$ cat config.mk
export PLATFORM = sky130hd
export DESIGN_NAME = csdb_top
export DESIGN_NICKNAME = d
export VERILOG_FILES = /design/src/rtl/csdb_pkg.sv /design/src/rtl/csdb_top.sv
export SDC_FILE = /design/constraint.sdc
export NUM_CORES = 1
export LEC_CHECK = 0
export BUFFER_PORTS_ARGS = -buffer_cell sky130_fd_sc_hd__buf_2
export CAP_MARGIN = 20
export CORE_MARGIN = 10
export CORE_UTILIZATION = 64
export DETAILED_ROUTE_END_ITERATION = 8
export PLACE_DENSITY = 0.86
export SYNTH_ARGS = -nofsm -noshare
export SYNTH_HDL_FRONTEND = slang
export SYNTH_SLANG_ARGS = --single-unit
export TNS_END_PERCENT = 1
$ cat constraint.sdc
create_clock -name SYS_CLK_I -period 11.5 [get_ports SYS_CLK_I]
set_input_delay 0 -clock SYS_CLK_I [delete_from_list [all_inputs] [get_ports SYS_CLK_I]]
set_output_delay 0 -clock SYS_CLK_I [all_outputs]
set_load 0.1 [all_outputs]
$ cat src/rtl/csdb_pkg.sv
package csdb_pkg;

  // clock and timing
  localparam int CLK_MHZ         = 40;
  localparam int CLK_PERIOD_NS   = 25;
  localparam int WDT_TIMEOUT_US  = 1000;
  localparam int WDT_TIMEOUT_CYC = WDT_TIMEOUT_US * CLK_MHZ;
  localparam int WDT_RST_NS      = 1000;
  localparam int WDT_RST_CYC     = (WDT_RST_NS + CLK_PERIOD_NS - 1) / CLK_PERIOD_NS;
  localparam int PAGE_SIZE       = 256;

  // register map
  localparam int              ADDR_W       = 8;
  localparam logic [ADDR_W-1:0] OFS_CTRL     = 8'h00;
  localparam logic [ADDR_W-1:0] OFS_PSW      = 8'h04;
  localparam logic [ADDR_W-1:0] OFS_OPND     = 8'h08;
  localparam logic [ADDR_W-1:0] OFS_CMD      = 8'h0c;
  localparam logic [ADDR_W-1:0] OFS_JPTR     = 8'h10;
  localparam logic [ADDR_W-1:0] OFS_SWCTL    = 8'h14;
  localparam logic [ADDR_W-1:0] OFS_WDT      = 8'h18;
  localparam logic [ADDR_W-1:0] OFS_IRQ_STAT = 8'h1c;
  localparam logic [ADDR_W-1:0] OFS_IRQ_MASK = 8'h20;

  // processor_status_word bits
  localparam int         PSW_C   = 0;
  localparam int         PSW_Z   = 1;
  localparam int         PSW_I   = 2;
  localparam int         PSW_D   = 3;
  localparam int         PSW_V   = 6;
  localparam int         PSW_N   = 7;
  localparam logic [7:0] PSW_RST = 8'h04;

  // interrupt status bits
  localparam int               IRQ_W        = 4;
  localparam int               IRQ_COLL     = 0;
  localparam int               IRQ_ARITH    = 1;
  localparam int               IRQ_PAGE     = 2;
  localparam int               IRQ_WDT      = 3;
  localparam logic [IRQ_W-1:0] IRQ_MASK_RST = 4'h0;

  // stop/wait gate: bit 0 halt_oscillator_instr, bit 1 idle_cpu_instr
  localparam logic [1:0] SW_EN_RST   = 2'h3;
  localparam logic [1:0] RESP_OKAY   = 2'h0;
  localparam logic [1:0] RESP_SLVERR = 2'h2;

  typedef enum logic [2:0] {
    CMD_ADDC = 3'h0,
    CMD_SUBB = 3'h1,
    CMD_SETC = 3'h2,
    CMD_CLRC = 3'h3,
    CMD_SETD = 3'h4,
    CMD_CLRD = 3'h5
  } csdb_cmd_t;

  typedef enum logic {WDT_RUN, WDT_HOLD} csdb_wdt_st_t;

  typedef struct packed {
    logic [ADDR_W-1:0] awaddr;
    logic              awvalid;
    logic [31:0]       wdata;
    logic [3:0]        wstrb;
    logic              wvalid;
    logic              bready;
    logic [ADDR_W-1:0] araddr;
    logic              arvalid;
    logic              rready;
  } csdb_axi_req_t;

  typedef struct packed {
    logic        awready;
    logic        wready;
    logic        bvalid;
    logic [1:0]  bresp;
    logic        arready;
    logic        rvalid;
    logic [31:0] rdata;
    logic [1:0]  rresp;
  } csdb_axi_rsp_t;

  localparam csdb_axi_rsp_t AXI_RSP_RST = '{awready: 1'b1, wready: 1'b1, arready: 1'b1, default: '0};

endpackage

$ cat src/rtl/csdb_top.sv
// Local design decisions: the address map and register access over AXI4-Lite.
`timescale 1ns/1ps

// How it works
// - reset leaves interrupt-disable flag set
// - decimal flag makes add/subtract produce packed decimal
// - decimal mode leaves N, V, Z meaningless
// - decimal carry set on carry, cleared on borrow
// - pointer fetch wraps inside its 256-address page
// - transmit/receive mismatch raises collision interrupt
// - stop/wait gate commits on second equal write
// - watchdog expiry forces the block into reset
module csdb_top #(
  parameter int unsigned WDT_CYCLES = csdb_pkg::WDT_TIMEOUT_CYC
) (
  // clock and reset
  input  wire logic                    SYS_CLK_I,
  input  wire logic                    NRST_I,
  // register bus
  input  wire csdb_pkg::csdb_axi_req_t AXI_REQ_I,
  output logic                         AXI_RSP_AWREADY_O,
  output csdb_pkg::csdb_axi_rsp_t      AXI_RSP_O,
  // serial pins
  input  wire logic                    SER_BUSY_I,
  input  wire logic                    TXD_I,
  input  wire logic                    RXD_I,
  // core requests
  input  wire logic                    HALT_REQ_I,
  input  wire logic                    IDLE_REQ_I,
  output logic                         HALT_O,
  output logic                         IDLE_O,
  // system
  output logic                         WDT_RESET_O,
  output logic                         IRQ_O
);
  import csdb_pkg::*;

  if (WDT_CYCLES < 2) begin : g_chk
    $error("WDT_CYCLES must be at least 2");
  end

  function automatic logic [31:0] csdb_merge(input logic [31:0] old, input logic [31:0] nw, input logic [3:0] strb);
    logic [31:0] r;
    r = old;
    for (int i = 0; i < 4; i++) begin
      if (strb[i]) begin
        r[i*8 +: 8] = nw[i*8 +: 8];
      end
    end
    return r;
  endfunction

  function automatic logic [ADDR_W-1:0] csdb_word(input logic [ADDR_W-1:0] a);
    return {a[ADDR_W-1:2], 2'b00};
  endfunction

  function automatic logic [8:0] csdb_dec(input logic [7:0] a, input logic [7:0] b, input logic ci, input logic sub);
    logic [4:0] lo;
    logic [4:0] hi;
    logic       cl;
    logic       co;
    if (!sub) begin
      lo = {1'b0, a[3:0]} + {1'b0, b[3:0]} + {4'h0, ci};
      cl = lo > 5'h09;
      if (cl) lo = lo + 5'h06;
      hi = {1'b0, a[7:4]} + {1'b0, b[7:4]} + {4'h0, cl};
      co = hi > 5'h09;
      if (co) hi = hi + 5'h06;
    end else begin
      lo = {1'b0, a[3:0]} - {1'b0, b[3:0]} - {4'h0, ~ci};
      cl = lo[4];
      if (cl) lo = lo - 5'h06;
      hi = {1'b0, a[7:4]} - {1'b0, b[7:4]} - {4'h0, cl};
      co = ~hi[4];
      if (!co) hi = hi - 5'h06;
    end
    return {co, hi[3:0], lo[3:0]};
  endfunction

  function automatic logic [7:0] csdb_bval(input logic [7:0] x);
    return {4'h0, x[7:4]} * 8'h0a + {4'h0, x[3:0]};
  endfunction

  // bus and register state
  csdb_axi_rsp_t     rsp_q,       rsp_d;
  logic              aw_held_q,   aw_held_d;
  logic              w_held_q,    w_held_d;
  logic [ADDR_W-1:0] awaddr_q,    awaddr_d;
  logic [31:0]       wdata_q,     wdata_d;
  logic [3:0]        wstrb_q,     wstrb_d;
  logic              ctrl_q,      ctrl_d;
  logic [7:0]        psw_q,       psw_d;
  logic [7:0]        acc_q,       acc_d;
  logic [7:0]        opnd_q,      opnd_d;
  logic [15:0]       ptr_q,       ptr_d;
  logic [15:0]       hi_q,        hi_d;
  logic              sw_first_q,  sw_first_d;
  logic [1:0]        sw_pend_q,   sw_pend_d;
  logic [1:0]        sw_en_q,     sw_en_d;
  logic [IRQ_W-1:0]  irq_stat_q,  irq_stat_d;
  logic [IRQ_W-1:0]  irq_mask_q,  irq_mask_d;
  logic              irq_q,       irq_d;
  logic              halt_q,      halt_d;
  logic              idle_q,      idle_d;
  logic              up_q;
  // watchdog state
  csdb_wdt_st_t      wdt_st_q,    wdt_st_d;
  logic [31:0]       wdt_cnt_q,   wdt_cnt_d;
  logic              wdt_rst_q,   wdt_rst_d;
  // shared strobes
  logic              wr_go;
  logic [31:0]       wr_val;
  logic              kick;
  logic              cmd_go;
  logic              cmd_sub;
  logic              jp_go;
  logic              sw_second;
  logic [IRQ_W-1:0]  irq_set;
  logic [IRQ_W-1:0]  irq_clr;
  logic [8:0]        dec_res;
  logic [8:0]        bin_res;
  logic [7:0]        b_eff;
  logic              bcd_in;
  logic              dec_big;

  assign wr_go  = aw_held_q && w_held_q && !rsp_q.bvalid;
  assign bcd_in = acc_q[3:0] <= 4'h9 && acc_q[7:4] <= 4'h9 && opnd_q[3:0] <= 4'h9 && opnd_q[7:4] <= 4'h9;

  always_comb begin
    wr_val    = 32'h0;
    kick      = 1'b0;
    cmd_go    = 1'b0;
    cmd_sub   = 1'b0;
    jp_go     = 1'b0;
    sw_second = 1'b0;
    irq_set   = '0;
    irq_clr   = '0;
    dec_res   = 9'h0;
    bin_res   = 9'h0;
    b_eff     = 8'h00;
    dec_big   = 1'b0;
    rsp_d      = rsp_q;
    aw_held_d  = aw_held_q;
    w_held_d   = w_held_q;
    awaddr_d   = awaddr_q;
    wdata_d    = wdata_q;
    wstrb_d    = wstrb_q;
    ctrl_d     = ctrl_q;
    psw_d      = psw_q;
    acc_d      = acc_q;
    opnd_d     = opnd_q;
    ptr_d      = ptr_q;
    hi_d       = hi_q;
    sw_first_d = sw_first_q;
    sw_pend_d  = sw_pend_q;
    sw_en_d    = sw_en_q;
    irq_mask_d = irq_mask_q;
    // write channels, taken in either order
    if (AXI_REQ_I.awvalid && rsp_q.awready) begin
      aw_held_d = 1'b1;
      awaddr_d  = AXI_REQ_I.awaddr;
    end
    if (AXI_REQ_I.wvalid && rsp_q.wready) begin
      w_held_d = 1'b1;
      wdata_d  = AXI_REQ_I.wdata;
      wstrb_d  = AXI_REQ_I.wstrb;
    end
    if (rsp_q.bvalid && AXI_REQ_I.bready) begin
      rsp_d.bvalid = 1'b0;
    end
    if (wr_go) begin
      aw_held_d    = 1'b0;
      w_held_d     = 1'b0;
      rsp_d.bvalid = 1'b1;
      rsp_d.bresp  = RESP_OKAY;
      case (csdb_word(awaddr_q))
        OFS_CTRL: begin
          wr_val = csdb_merge({31'h0, ctrl_q}, wdata_q, wstrb_q);
          ctrl_d = wr_val[0];
        end
        OFS_PSW: begin
          wr_val = csdb_merge({24'h0, psw_q}, wdata_q, wstrb_q);
          psw_d  = wr_val[7:0];
        end
        OFS_OPND: begin
          wr_val = csdb_merge({16'h0, opnd_q, acc_q}, wdata_q, wstrb_q);
          acc_d  = wr_val[7:0];
          opnd_d = wr_val[15:8];
        end
        OFS_CMD: begin
          wr_val = csdb_merge(32'h0, wdata_q, wstrb_q);
          cmd_go = 1'b1;
        end
        OFS_JPTR: begin
          wr_val = csdb_merge({16'h0, ptr_q}, wdata_q, wstrb_q);
          jp_go  = 1'b1;
          ptr_d  = wr_val[15:0];
          hi_d   = {wr_val[15:8], wr_val[7:0] + 8'h01};
          irq_set[IRQ_PAGE] = wr_val[7:0] == 8'(PAGE_SIZE - 1);
        end
        OFS_SWCTL: begin
          wr_val = csdb_merge({30'h0, sw_pend_q}, wdata_q, wstrb_q);
          if (sw_first_q && wr_val[1:0] == sw_pend_q) begin
            sw_second  = 1'b1;
            sw_en_d    = wr_val[1:0];
            sw_first_d = 1'b0;
          end else begin
            sw_first_d = 1'b1;
            sw_pend_d  = wr_val[1:0];
          end
        end
        OFS_WDT: begin
          kick = 1'b1;
        end
        OFS_IRQ_STAT: begin
          wr_val  = csdb_merge(32'h0, wdata_q, wstrb_q);
          irq_clr = wr_val[IRQ_W-1:0];
        end
        OFS_IRQ_MASK: begin
          wr_val     = csdb_merge({28'h0, irq_mask_q}, wdata_q, wstrb_q);
          irq_mask_d = wr_val[IRQ_W-1:0];
        end
        default: begin
          rsp_d.bresp = RESP_SLVERR;
        end
      endcase
    end
    // arithmetic and flag instructions
    if (cmd_go) begin
      case (csdb_cmd_t'(wr_val[2:0]))
        CMD_ADDC, CMD_SUBB: begin
          cmd_sub = wr_val[2:0] == CMD_SUBB;
          b_eff   = cmd_sub ? ~opnd_q : opnd_q;
          bin_res = {1'b0, acc_q} + {1'b0, b_eff} + {8'h0, psw_q[PSW_C]};
          dec_res = csdb_dec(acc_q, opnd_q, psw_q[PSW_C], cmd_sub);
          // decimal N, V, Z follow the binary sum and carry no meaning
          psw_d[PSW_N] = bin_res[7];
          psw_d[PSW_Z] = bin_res[7:0] == 8'h00;
          psw_d[PSW_V] = (acc_q[7] == b_eff[7]) && (bin_res[7] != acc_q[7]);
          if (psw_q[PSW_D]) begin
            acc_d        = dec_res[7:0];
            psw_d[PSW_C] = dec_res[8];
          end else begin
            acc_d        = bin_res[7:0];
            psw_d[PSW_C] = bin_res[8];
          end
          irq_set[IRQ_ARITH] = 1'b1;
        end
        CMD_SETC: psw_d[PSW_C] = 1'b1;
        CMD_CLRC: psw_d[PSW_C] = 1'b0;
        CMD_SETD: psw_d[PSW_D] = 1'b1;
        CMD_CLRD: psw_d[PSW_D] = 1'b0;
        default: rsp_d.bresp = RESP_SLVERR;
      endcase
    end
    dec_big = cmd_sub ? ({1'b0, csdb_bval(acc_q)} >= {1'b0, csdb_bval(opnd_q)} + {8'h0, ~psw_q[PSW_C]})
                      : ({1'b0, csdb_bval(acc_q)} + {1'b0, csdb_bval(opnd_q)} + {8'h0, psw_q[PSW_C]} > 9'h063);
    irq_set[IRQ_COLL] = ctrl_q && SER_BUSY_I && (TXD_I != RXD_I);
    // read channel
    if (rsp_q.rvalid && AXI_REQ_I.rready) begin
      rsp_d.rvalid  = 1'b0;
      rsp_d.arready = 1'b1;
    end
    if (AXI_REQ_I.arvalid && rsp_q.arready) begin
      rsp_d.arready = 1'b0;
      rsp_d.rvalid  = 1'b1;
      rsp_d.rresp   = RESP_OKAY;
      case (csdb_word(AXI_REQ_I.araddr))
        OFS_CTRL:     rsp_d.rdata = {31'h0, ctrl_q};
        OFS_PSW:      rsp_d.rdata = {24'h0, psw_q};
        OFS_OPND:     rsp_d.rdata = {16'h0, opnd_q, acc_q};
        OFS_CMD:      rsp_d.rdata = 32'h0;
        OFS_JPTR:     rsp_d.rdata = {hi_q, ptr_q};
        OFS_SWCTL:    rsp_d.rdata = {29'h0, sw_first_q, sw_en_q};
        OFS_WDT:      rsp_d.rdata = wdt_cnt_q;
        OFS_IRQ_STAT: rsp_d.rdata = {28'h0, irq_stat_q};
        OFS_IRQ_MASK: rsp_d.rdata = {28'h0, irq_mask_q};
        default: begin
          rsp_d.rdata = 32'h0;
          rsp_d.rresp = RESP_SLVERR;
        end
      endcase
    end
    rsp_d.awready = !aw_held_d && !rsp_d.bvalid;
    rsp_d.wready  = !w_held_d && !rsp_d.bvalid;
    irq_stat_d    = (irq_stat_q & ~irq_clr) | irq_set;
    // watchdog hold puts the registers back to reset values, except that the watchdog interrupt flag is set
    if (wdt_rst_q) begin
      ctrl_d     = 1'b0;
      psw_d      = PSW_RST;
      acc_d      = 8'h00;
      opnd_d     = 8'h00;
      ptr_d      = 16'h0000;
      hi_d       = 16'h0000;
      sw_first_d = 1'b0;
      sw_pend_d  = SW_EN_RST;
      sw_en_d    = SW_EN_RST;
      irq_mask_d = IRQ_MASK_RST;
      irq_stat_d = '0;
      irq_stat_d[IRQ_WDT] = 1'b1;
    end
    irq_d  = |(irq_stat_d & irq_mask_d);
    halt_d = HALT_REQ_I && sw_en_q[0] && !wdt_rst_q;
    idle_d = IDLE_REQ_I && sw_en_q[1] && !wdt_rst_q;
  end

  always_ff @(posedge SYS_CLK_I or negedge NRST_I) begin
    if (!NRST_I) begin
      rsp_q      <= AXI_RSP_RST;
      aw_held_q  <= 1'b0;
      w_held_q   <= 1'b0;
      awaddr_q   <= '0;
      wdata_q    <= 32'h0;
      wstrb_q    <= 4'h0;
      ctrl_q     <= 1'b0;
      psw_q      <= PSW_RST;
      acc_q      <= 8'h00;
      opnd_q     <= 8'h00;
      ptr_q      <= 16'h0000;
      hi_q       <= 16'h0000;
      sw_first_q <= 1'b0;
      sw_pend_q  <= SW_EN_RST;
      sw_en_q    <= SW_EN_RST;
      irq_stat_q <= '0;
      irq_mask_q <= IRQ_MASK_RST;
      irq_q      <= 1'b0;
      halt_q     <= 1'b0;
      idle_q     <= 1'b0;
      up_q       <= 1'b0;
    end else begin
      rsp_q      <= rsp_d;
      aw_held_q  <= aw_held_d;
      w_held_q   <= w_held_d;
      awaddr_q   <= awaddr_d;
      wdata_q    <= wdata_d;
      wstrb_q    <= wstrb_d;
      ctrl_q     <= ctrl_d;
      psw_q      <= psw_d;
      acc_q      <= acc_d;
      opnd_q     <= opnd_d;
      ptr_q      <= ptr_d;
      hi_q       <= hi_d;
      sw_first_q <= sw_first_d;
      sw_pend_q  <= sw_pend_d;
      sw_en_q    <= sw_en_d;
      irq_stat_q <= irq_stat_d;
      irq_mask_q <= irq_mask_d;
      irq_q      <= irq_d;
      halt_q     <= halt_d;
      idle_q     <= idle_d;
      up_q       <= 1'b1;
    end
  end

  // watchdog: kick restarts, expiry holds the block in reset
  always_comb begin
    wdt_st_d  = wdt_st_q;
    wdt_cnt_d = wdt_cnt_q;
    wdt_rst_d = wdt_rst_q;
    case (wdt_st_q)
      WDT_RUN: begin
        if (kick) begin
          wdt_cnt_d = 32'h0;
        end else if (wdt_cnt_q == 32'(WDT_CYCLES - 1)) begin
          wdt_st_d  = WDT_HOLD;
          wdt_cnt_d = 32'h0;
          wdt_rst_d = 1'b1;
        end else begin
          wdt_cnt_d = wdt_cnt_q + 32'h1;
        end
      end
      WDT_HOLD: begin
        if (wdt_cnt_q == 32'(WDT_RST_CYC - 1)) begin
          wdt_st_d  = WDT_RUN;
          wdt_cnt_d = 32'h0;
          wdt_rst_d = 1'b0;
        end else begin
          wdt_cnt_d = wdt_cnt_q + 32'h1;
        end
      end
      default: begin
        wdt_st_d  = WDT_RUN;
        wdt_cnt_d = 32'h0;
        wdt_rst_d = 1'b0;
      end
    endcase
  end

  always_ff @(posedge SYS_CLK_I or negedge NRST_I) begin
    if (!NRST_I) begin
      wdt_st_q  <= WDT_RUN;
      wdt_cnt_q <= 32'h0;
      wdt_rst_q <= 1'b0;
    end else begin
      wdt_st_q  <= wdt_st_d;
      wdt_cnt_q <= wdt_cnt_d;
      wdt_rst_q <= wdt_rst_d;
    end
  end

  assign AXI_RSP_O         = rsp_q;
  assign AXI_RSP_AWREADY_O = rsp_q.awready;
  assign HALT_O            = halt_q;
  assign IDLE_O            = idle_q;
  assign WDT_RESET_O       = wdt_rst_q;
  assign IRQ_O             = irq_q;
endmodule

==> results of run 1 <==
-- final cells by class --
type,instances,share of cell area (%)
Clock buffer,24,4.156
Clock inverter,8,0.9348
Inverter,42,1.419
Multi-Input combinational cell,749,45.97
Sequential cell,165,37.27
Tap cell,184,2.072
Timing Repair Buffer,133,8.177
-- worst max-delay path by stage --
stage / slack (ns) / end / depth (start not counted)
after detailed placement: 6.10 / psw_q[1] / 14
final: 5.97 / psw_q[1] / 13
after global placement: 6.20 / psw_q[1] / 14
after floorplan: 6.93 / psw_q[1] / 14
after CTS: 6.08 / psw_q[1] / 14
after global routing: 5.63 / psw_q[1] / 13
-- where the power goes --
group          internal [mW]  switching [mW]  total, mW
logic                  0.549           0.699       1.25
registers              0.729           0.246      0.976
clock network          0.326           0.231      0.557
total                   1.60            1.18       2.78
-- through the flow --
step / area (µm²) / setup WS, ns
after floorplan: 9638 / 6.926
after global placement: 10120 / 6.200
after detailed placement: 10120 / 6.098
after CTS: 11070 / 6.076
after global routing: 11110 / 5.634
final: 11110 / 5.974
-- state kept, by name, indices dropped and copies added, names as in the netlist --
signal / flops
w_held_q: 1
ptr_q: 16
hi_q: 8
AXI_RSP_O: 39
wstrb_q: 2
wdt_st_q: 1
IRQ_O: 1
irq_stat_q: 4
sw_en_q: 2
awaddr_q: 6
psw_q: 8
ctrl_q: 1
aw_held_q: 1
sw_pend_q: 2
acc_q: 8
sw_first_q: 1
IDLE_O: 1
irq_mask_q: 4
HALT_O: 1
wdt_cnt_q: 32
wdata_q: 16
WDT_RESET_O: 1
opnd_q: 8
AXI_RSP_AWREADY_O: 1
-- logic make-up after synthesis --
logic type / synth area share [%]
compound gates: 12.98
xor+xnor: 5.998
fa+ha+maj: 6.101
buf+inv: 4.193
flops: 42.94
mux: 9.321
other cells: 0.03891
simple gates: 18.42
-- layout by cell type (no fill, tap or decap), types with 4 or more instances in the layout --
cell type      count
xnor2_1           37
xor2_1            29
dfstp_2            8
inv_1             41
o31ai_1            7
mux2_2            36
a21oi_1           43
fa_1              10
clkbuf_16         17
a22oi_1           17
nand2b_1          13
nor2b_1            9
a22o_1             9
ha_1              31
or2_2              5
buf_4              7
o21ai_0           55
a211o_1            9
dlygate4sd3_1     38
nand3_1           29
a211oi_1          10
and3_1             8
and2_1             6
dfrtp_1          156
nor3b_1            4
nor2_1           102
nand4b_1           6
mux2i_1           41
or3_1              8
buf_2             85
nand2_1          106
nand3b_1           7
or4_1              4
nor4_1            12
a221oi_1          13
clkbuf_1           6
nor3_1            25
nand4_1           14
-- worst max-delay path, stage by stage (launching register included) --
cell	delay, ns
dfrtp_1	1.06
o21ai_0	0.43
o2bb2ai_1	0.24
a211oi_1	0.56
or3_1	0.80
xnor2_1	0.18
fa_1	0.45
fa_1	0.41
nand2b_1	0.17
a21oi_1	0.24
o311a_1	0.20
a21oi_1	0.05
or4_1	0.49
a21oi_1	0.16
-- layer usage --
| metal | wire length, µm | vias up |
|---|---|---|
| met5 | 0 | - |
| met4 | 843 | 0 |
| met3 | 2394 | 62 |
| met2 | 12340 | 437 |
| met1 | 10630 | 4048 |
| li1 | - | 3763 |
-- what timing repair did --
action                                 in CTS  in global routing
setup buffers                               0                  0
hold buffers                               38                  0
resized for setup                           0                  0
endpoints found under the hold margin     126                  0
==> metrics, run 1 <==
GRT met2 Usage 41.04%; met3 Resource Use GR 7.131%; routed wire length per instance 20.09 µm; number of global-route vias before repair 8150; FF-to-FF path depth 13; initial antenna violation count 0; hold wc startpoint AXI_REQ_I[9]; worst rel slew slack between 20 and 30%; count of pins over their slew limit 0; clk_lat worst skew 0.44 ns; drt via density 6.368; synth warn 0; initial core utilization 65.82%; Sink Count 165; post-layout util between 70% and 80%; CTS tree built; Synth top cells by count 157 x dfrtp_1, 106 x nand2_1, 102 x nor2_1; Synth area leaders dfrtp_1 41%, mux2i_1 4.3%, mux2_2 4.2%; flop2flop setup slack roughly 6 ns; Cell Area, Synth around 9600 µm²; Hold Crit Depth 4; Layout Skew 0.01145 ns; area grow syn2layout 15.27%; drt total wl 26220 µm; fmax 0.1809 GHz; final net count 1213; area occupied by registers 4140 µm²; Max-Cap Viols 0; post-route ant nets 0; global-route track usage on met1 about a third; RSZ-0062 raised after global routing no; io pins 110; leading area contributor after synthesis dfrtp_1; share of cells above drive strength 1 between 10% and 20%; Yosys cell types 67; count of final hold-check violations 0; Starting DRT DRC Count 856; Core Box Area 14640 µm²; Final Setup Violations 0; reg2reg end psw_q[1]; pwr/cell area 250.3 nW/µm²; crit path launch wstrb_q[0]; syn_nets 1115; CTS H-tree lvls 4; hpwl dp between 15000 and 20000 µm; Total GRT Usage 26.25%; drt drc 0; critical path required time 11.86 ns; Primary FF master, synth dfrtp_1; Placer Congestion 0.9635; drt pass-1 iters 8; CP max FO 31; Port Buffers 86; clock root buffer clkbuf_16; leak pwr a little over 5 nW; status completed; top-count cell post-synth dfrtp_1; CTS Buf Count 17; slew of the pin with the lowest slew margin 1.084 ns; Synth Instances around 1.0k; Worst-path clk slew 0.07 ns; Post-synth EDFFs 0; multi-input logic area approximately 5100 µm²; worst hold slack 0.1336 ns; nature of the critical path endpoint flop; first-pass GRT wire length 42460 µm; Rows 44; Yosys reg bits 165; WHS Endpoint AXI_RSP_O[1]; Avg Cell Area, Syn around 9.5 µm²; VDD IR max 0.2230 mV; critical path type reg -> reg; largest net degree at the start of global routing 101; via count 8310; Worst EP arrival 5.89 ns; top-area cell type share of the netlist area 40.76%; die height 142.7 µm; DIE AREA 20370 µm²; die width 142.7 µm; setup TNS 0 ns; total gr overflow 0; total chip power approximately 2.8 mW; placed insts around 1.2k; Max Buffers Root-to-Sink 2; ys async rst share 100.0%; diode count 0; fin cells roughly 1.3k; sequential area share after synthesis a little over two fifths; gr busiest metal met2; worst hold path type in -> reg; post-layout min period 5.526 ns; fin crit share approximately half; Worst Setup Start Kind flop; fill cell count 1006; R2R Path Start wstrb_q[0]
(Power assumes the default switching activity.)
==> inputs of run 2 (changes only) <==
--- a/config.mk
+++ b/config.mk
@@ -5,12 +5,13 @@
 export SDC_FILE = /design/constraint.sdc
 export NUM_CORES = 1
 export LEC_CHECK = 0
+export ABC_AREA = 1
 export BUFFER_PORTS_ARGS = -buffer_cell sky130_fd_sc_hd__buf_2
 export CAP_MARGIN = 20
 export CORE_MARGIN = 10
-export CORE_UTILIZATION = 64
+export CORE_UTILIZATION = 60
 export DETAILED_ROUTE_END_ITERATION = 8
-export PLACE_DENSITY = 0.86
+export PLACE_DENSITY = 0.81
 export SYNTH_ARGS = -nofsm -noshare
 export SYNTH_HDL_FRONTEND = slang
 export SYNTH_SLANG_ARGS = --single-unit
==> constraint.sdc (replaced) <==
create_clock -name SYS_CLK_I -period 5.22 [get_ports SYS_CLK_I]
set_input_delay 0 -clock SYS_CLK_I [delete_from_list [all_inputs] [get_ports SYS_CLK_I]]
set_output_delay 0 -clock SYS_CLK_I [all_outputs]
set_load 0.1 [all_outputs]
==> run 2 against run 1 <==
Against the previous run: global-route usage is 0.79 points higher; via count rose by 18%; setup slack got worse by 5.3 ns; fmax increased by 20%; hold slack lost 0.11 ns; routed wire length rose by 14%; sequential share of layout area shrank 1.7 points; cell count increased by 30%; die area up 11%; sequential power rose by 100%; total power up 130%; clock-buffer cell count fell by 4; largest cell class unchanged.
==> metrics, run 2 <==
CTS H-tree lvls 4; multi-input logic area a little over 5000 µm²; total gr overflow 0; worst hold slack 0.01919 ns; Synth Instances 1353; area occupied by registers 4139 µm²; Starting DRT DRC Count 941; Sink Count 165; CTS tree built; fin crit share 87.98%; critical path type reg -> reg; Placer Congestion 1.031; commonest non-fill, non-tap cell in the layout nand2_1; Total GRT Usage 27.03%; pwr/cell area ~550 nW/µm²; count of final hold-check violations 0; Post-DP Area 10740 µm²; max reg flops 39; ys async rst share 100.0%; slew of the pin with the lowest slew margin about 0.94 ns; count of pins over their slew limit 0; RSZ-0062 raised after global routing no; total chip power 6.459 mW; setup TNS 0 ns; die height about 150 µm; final net count 1566; Post-CTS Resized 0; drt drc 0; sequential area share after synthesis between 40% and 50%; share of cells above drive strength 1 12.08%; CTS Buf Count 17; number of global-route vias before repair approximately 9.5k; R2R Path Start wstrb_q[0]; CP max FO 25; Primary FF master, synth dfrtp_1; cts-stage hold buffer count 33; flop2flop setup slack 0.63 ns; setup ws final between 0.6 and 0.7 ns; routed wire length per instance between 15 and 20 µm; Cell Area, Synth between 10000 and 15000 µm²; Worst Setup Start Kind flop; syn_nets 1458; worst rel slew slack 37.08%; placed insts between 1.5k and 2k; pre-CTS WS 0.7680 ns; leading area contributor after synthesis dfrtp_1; Max-Cap Viols 0; # Post-CTS Setup Buffers 0; area grow syn2layout 14.65%; Synth area leaders dfrtp_1 39%, nand2_1 13%, inv_1 6.0%; post-route ant nets 0; Avg Cell Area, Syn 7.506 µm²; fmax 0.2177 GHz; initial antenna violation count 1; Yosys cell types 51; fin cells 1695; nature of the critical path endpoint flop; leak pwr 5.794 nW; Worst-path clk slew 0.07 ns; die width 150.1 µm; io pins 110; Post-synth EDFFs 0; DIE AREA 22530 µm²; Core Box Area about 17000 µm²; first-pass GRT wire length 48560 µm; design area around 12000 µm²; worst hold path type in -> reg; post-layout min period 4.593 ns; top-area cell type share of the netlist area 38.68%; drt total wl 29920 µm; drt via density 5.769; Final Setup Violations 0; Yosys reg bits 165; clk_lat worst skew approximately 0.43 ns; hold wc startpoint RXD_I; clock root buffer clkbuf_16; VDD IR max ~0.6 mV; status completed; Max Buffers Root-to-Sink 2; Port Buffers 86; fill cell count between 1k and 1.5k; Rows 47; critical path required time between 5 and 6 ns; Layout Skew 0.006561 ns; post-layout util 70.21%; largest net degree at the start of global routing 78; most frequent cells in the layout 359 x nand2_1, 161 x inv_1, 157 x dfrtp_1; Synth top cells by count 359 x nand2_1, 161 x inv_1, 157 x dfrtp_1; initial core utilization about three fifths; hpwl dp roughly 22000 µm; top-count cell post-synth nand2_1; via count 9779; crit path launch wstrb_q[0]; Worst EP arrival 4.95 ns; synth warn 0; drt pass-1 iters 6
-- run 2: cell count changes in the layout (fill, tap and decap cells not counted), sizes merged, moves of 39 or more --
cell / previous run / this run
nand2: 106 / 372
inv: 42 / 175
o21ai: 56 / 121
nand3: 30 / 74
mux2i: 41 / 0
mux2: 39 / 0
-- run 2: worst max-delay path, stage by stage (launching register included) --
cell and delay, ns:
dfrtp_1 0.96, nand2_2 0.30, o21ai_1 0.29, nand2_1 0.09
nand2_1 0.06, nor2_1 0.06, nand2_2 0.09, inv_2 0.06
nor2_8 0.17, nand2_4 0.19, xor2_1 0.21, fa_1 0.44
fa_1 0.42, o21ai_0 0.37, a21oi_1 0.12, o21bai_1 0.17
xor2_1 0.22, inv_1 0.06, nand2_1 0.06, nand2_1 0.06
a21oi_1 0.13
-- run 2: path summary, 6_finish.rpt --
| check | endpoint | depth (start not counted) |
|---|---|---|
| min in group asynchronous | w_held_q | 2 |
| setup reg to reg | acc_q[6] | 20 |
| max in group asynchronous | wdt_cnt_q[17] | 3 |
| hold / removal | irq_stat_q[0] | 4 |
| setup / recovery | acc_q[6] | 20 |
| hold reg to reg | AXI_RSP_O[3] | 1 |
-- run 2: power breakdown --
part / leakage, nW / switching [mW] / internal [mW]
clock network: 0.274 / 0.548 / 0.689
registers: 2.19 / 0.345 / 1.62
logic: 3.33 / 2.21 / 1.05
-- run 2: metal layers --
layer	track usage (%)	part of all wire (%)	vias up
met5	0	0	-
met4	10.30	3.1	0
met3	4.892	8.1	85
met2	44.20	47	494
met1	35.11	42	4555
li1	-	-	4645
-- run 2: cells by family (layout without fill, tap and decap cells) --
kind of cell | after synthesis | count (layout) | synth area share [%]
buf+inv | 212 | 333 | 8.328
compound gates | 243 | 243 | 13.38
xor+xnor | 48 | 48 | 4.140
other cells | 1 | 2 | 0.03692
simple gates | 643 | 643 | 27.57
flops | 165 | 165 | 40.75
fa+ha+maj | 41 | 41 | 5.790
-- run 2: area by class of cell --
class,count,share of cell area (%)
diodes,1,0.02149
clock buffers,20,3.922
clock inverters,12,1.021
inverters,174,5.609
multi-input cells,976,44.41
flip-flops and latches,165,35.55
well taps,220,2.364
repair buffers,127,7.103
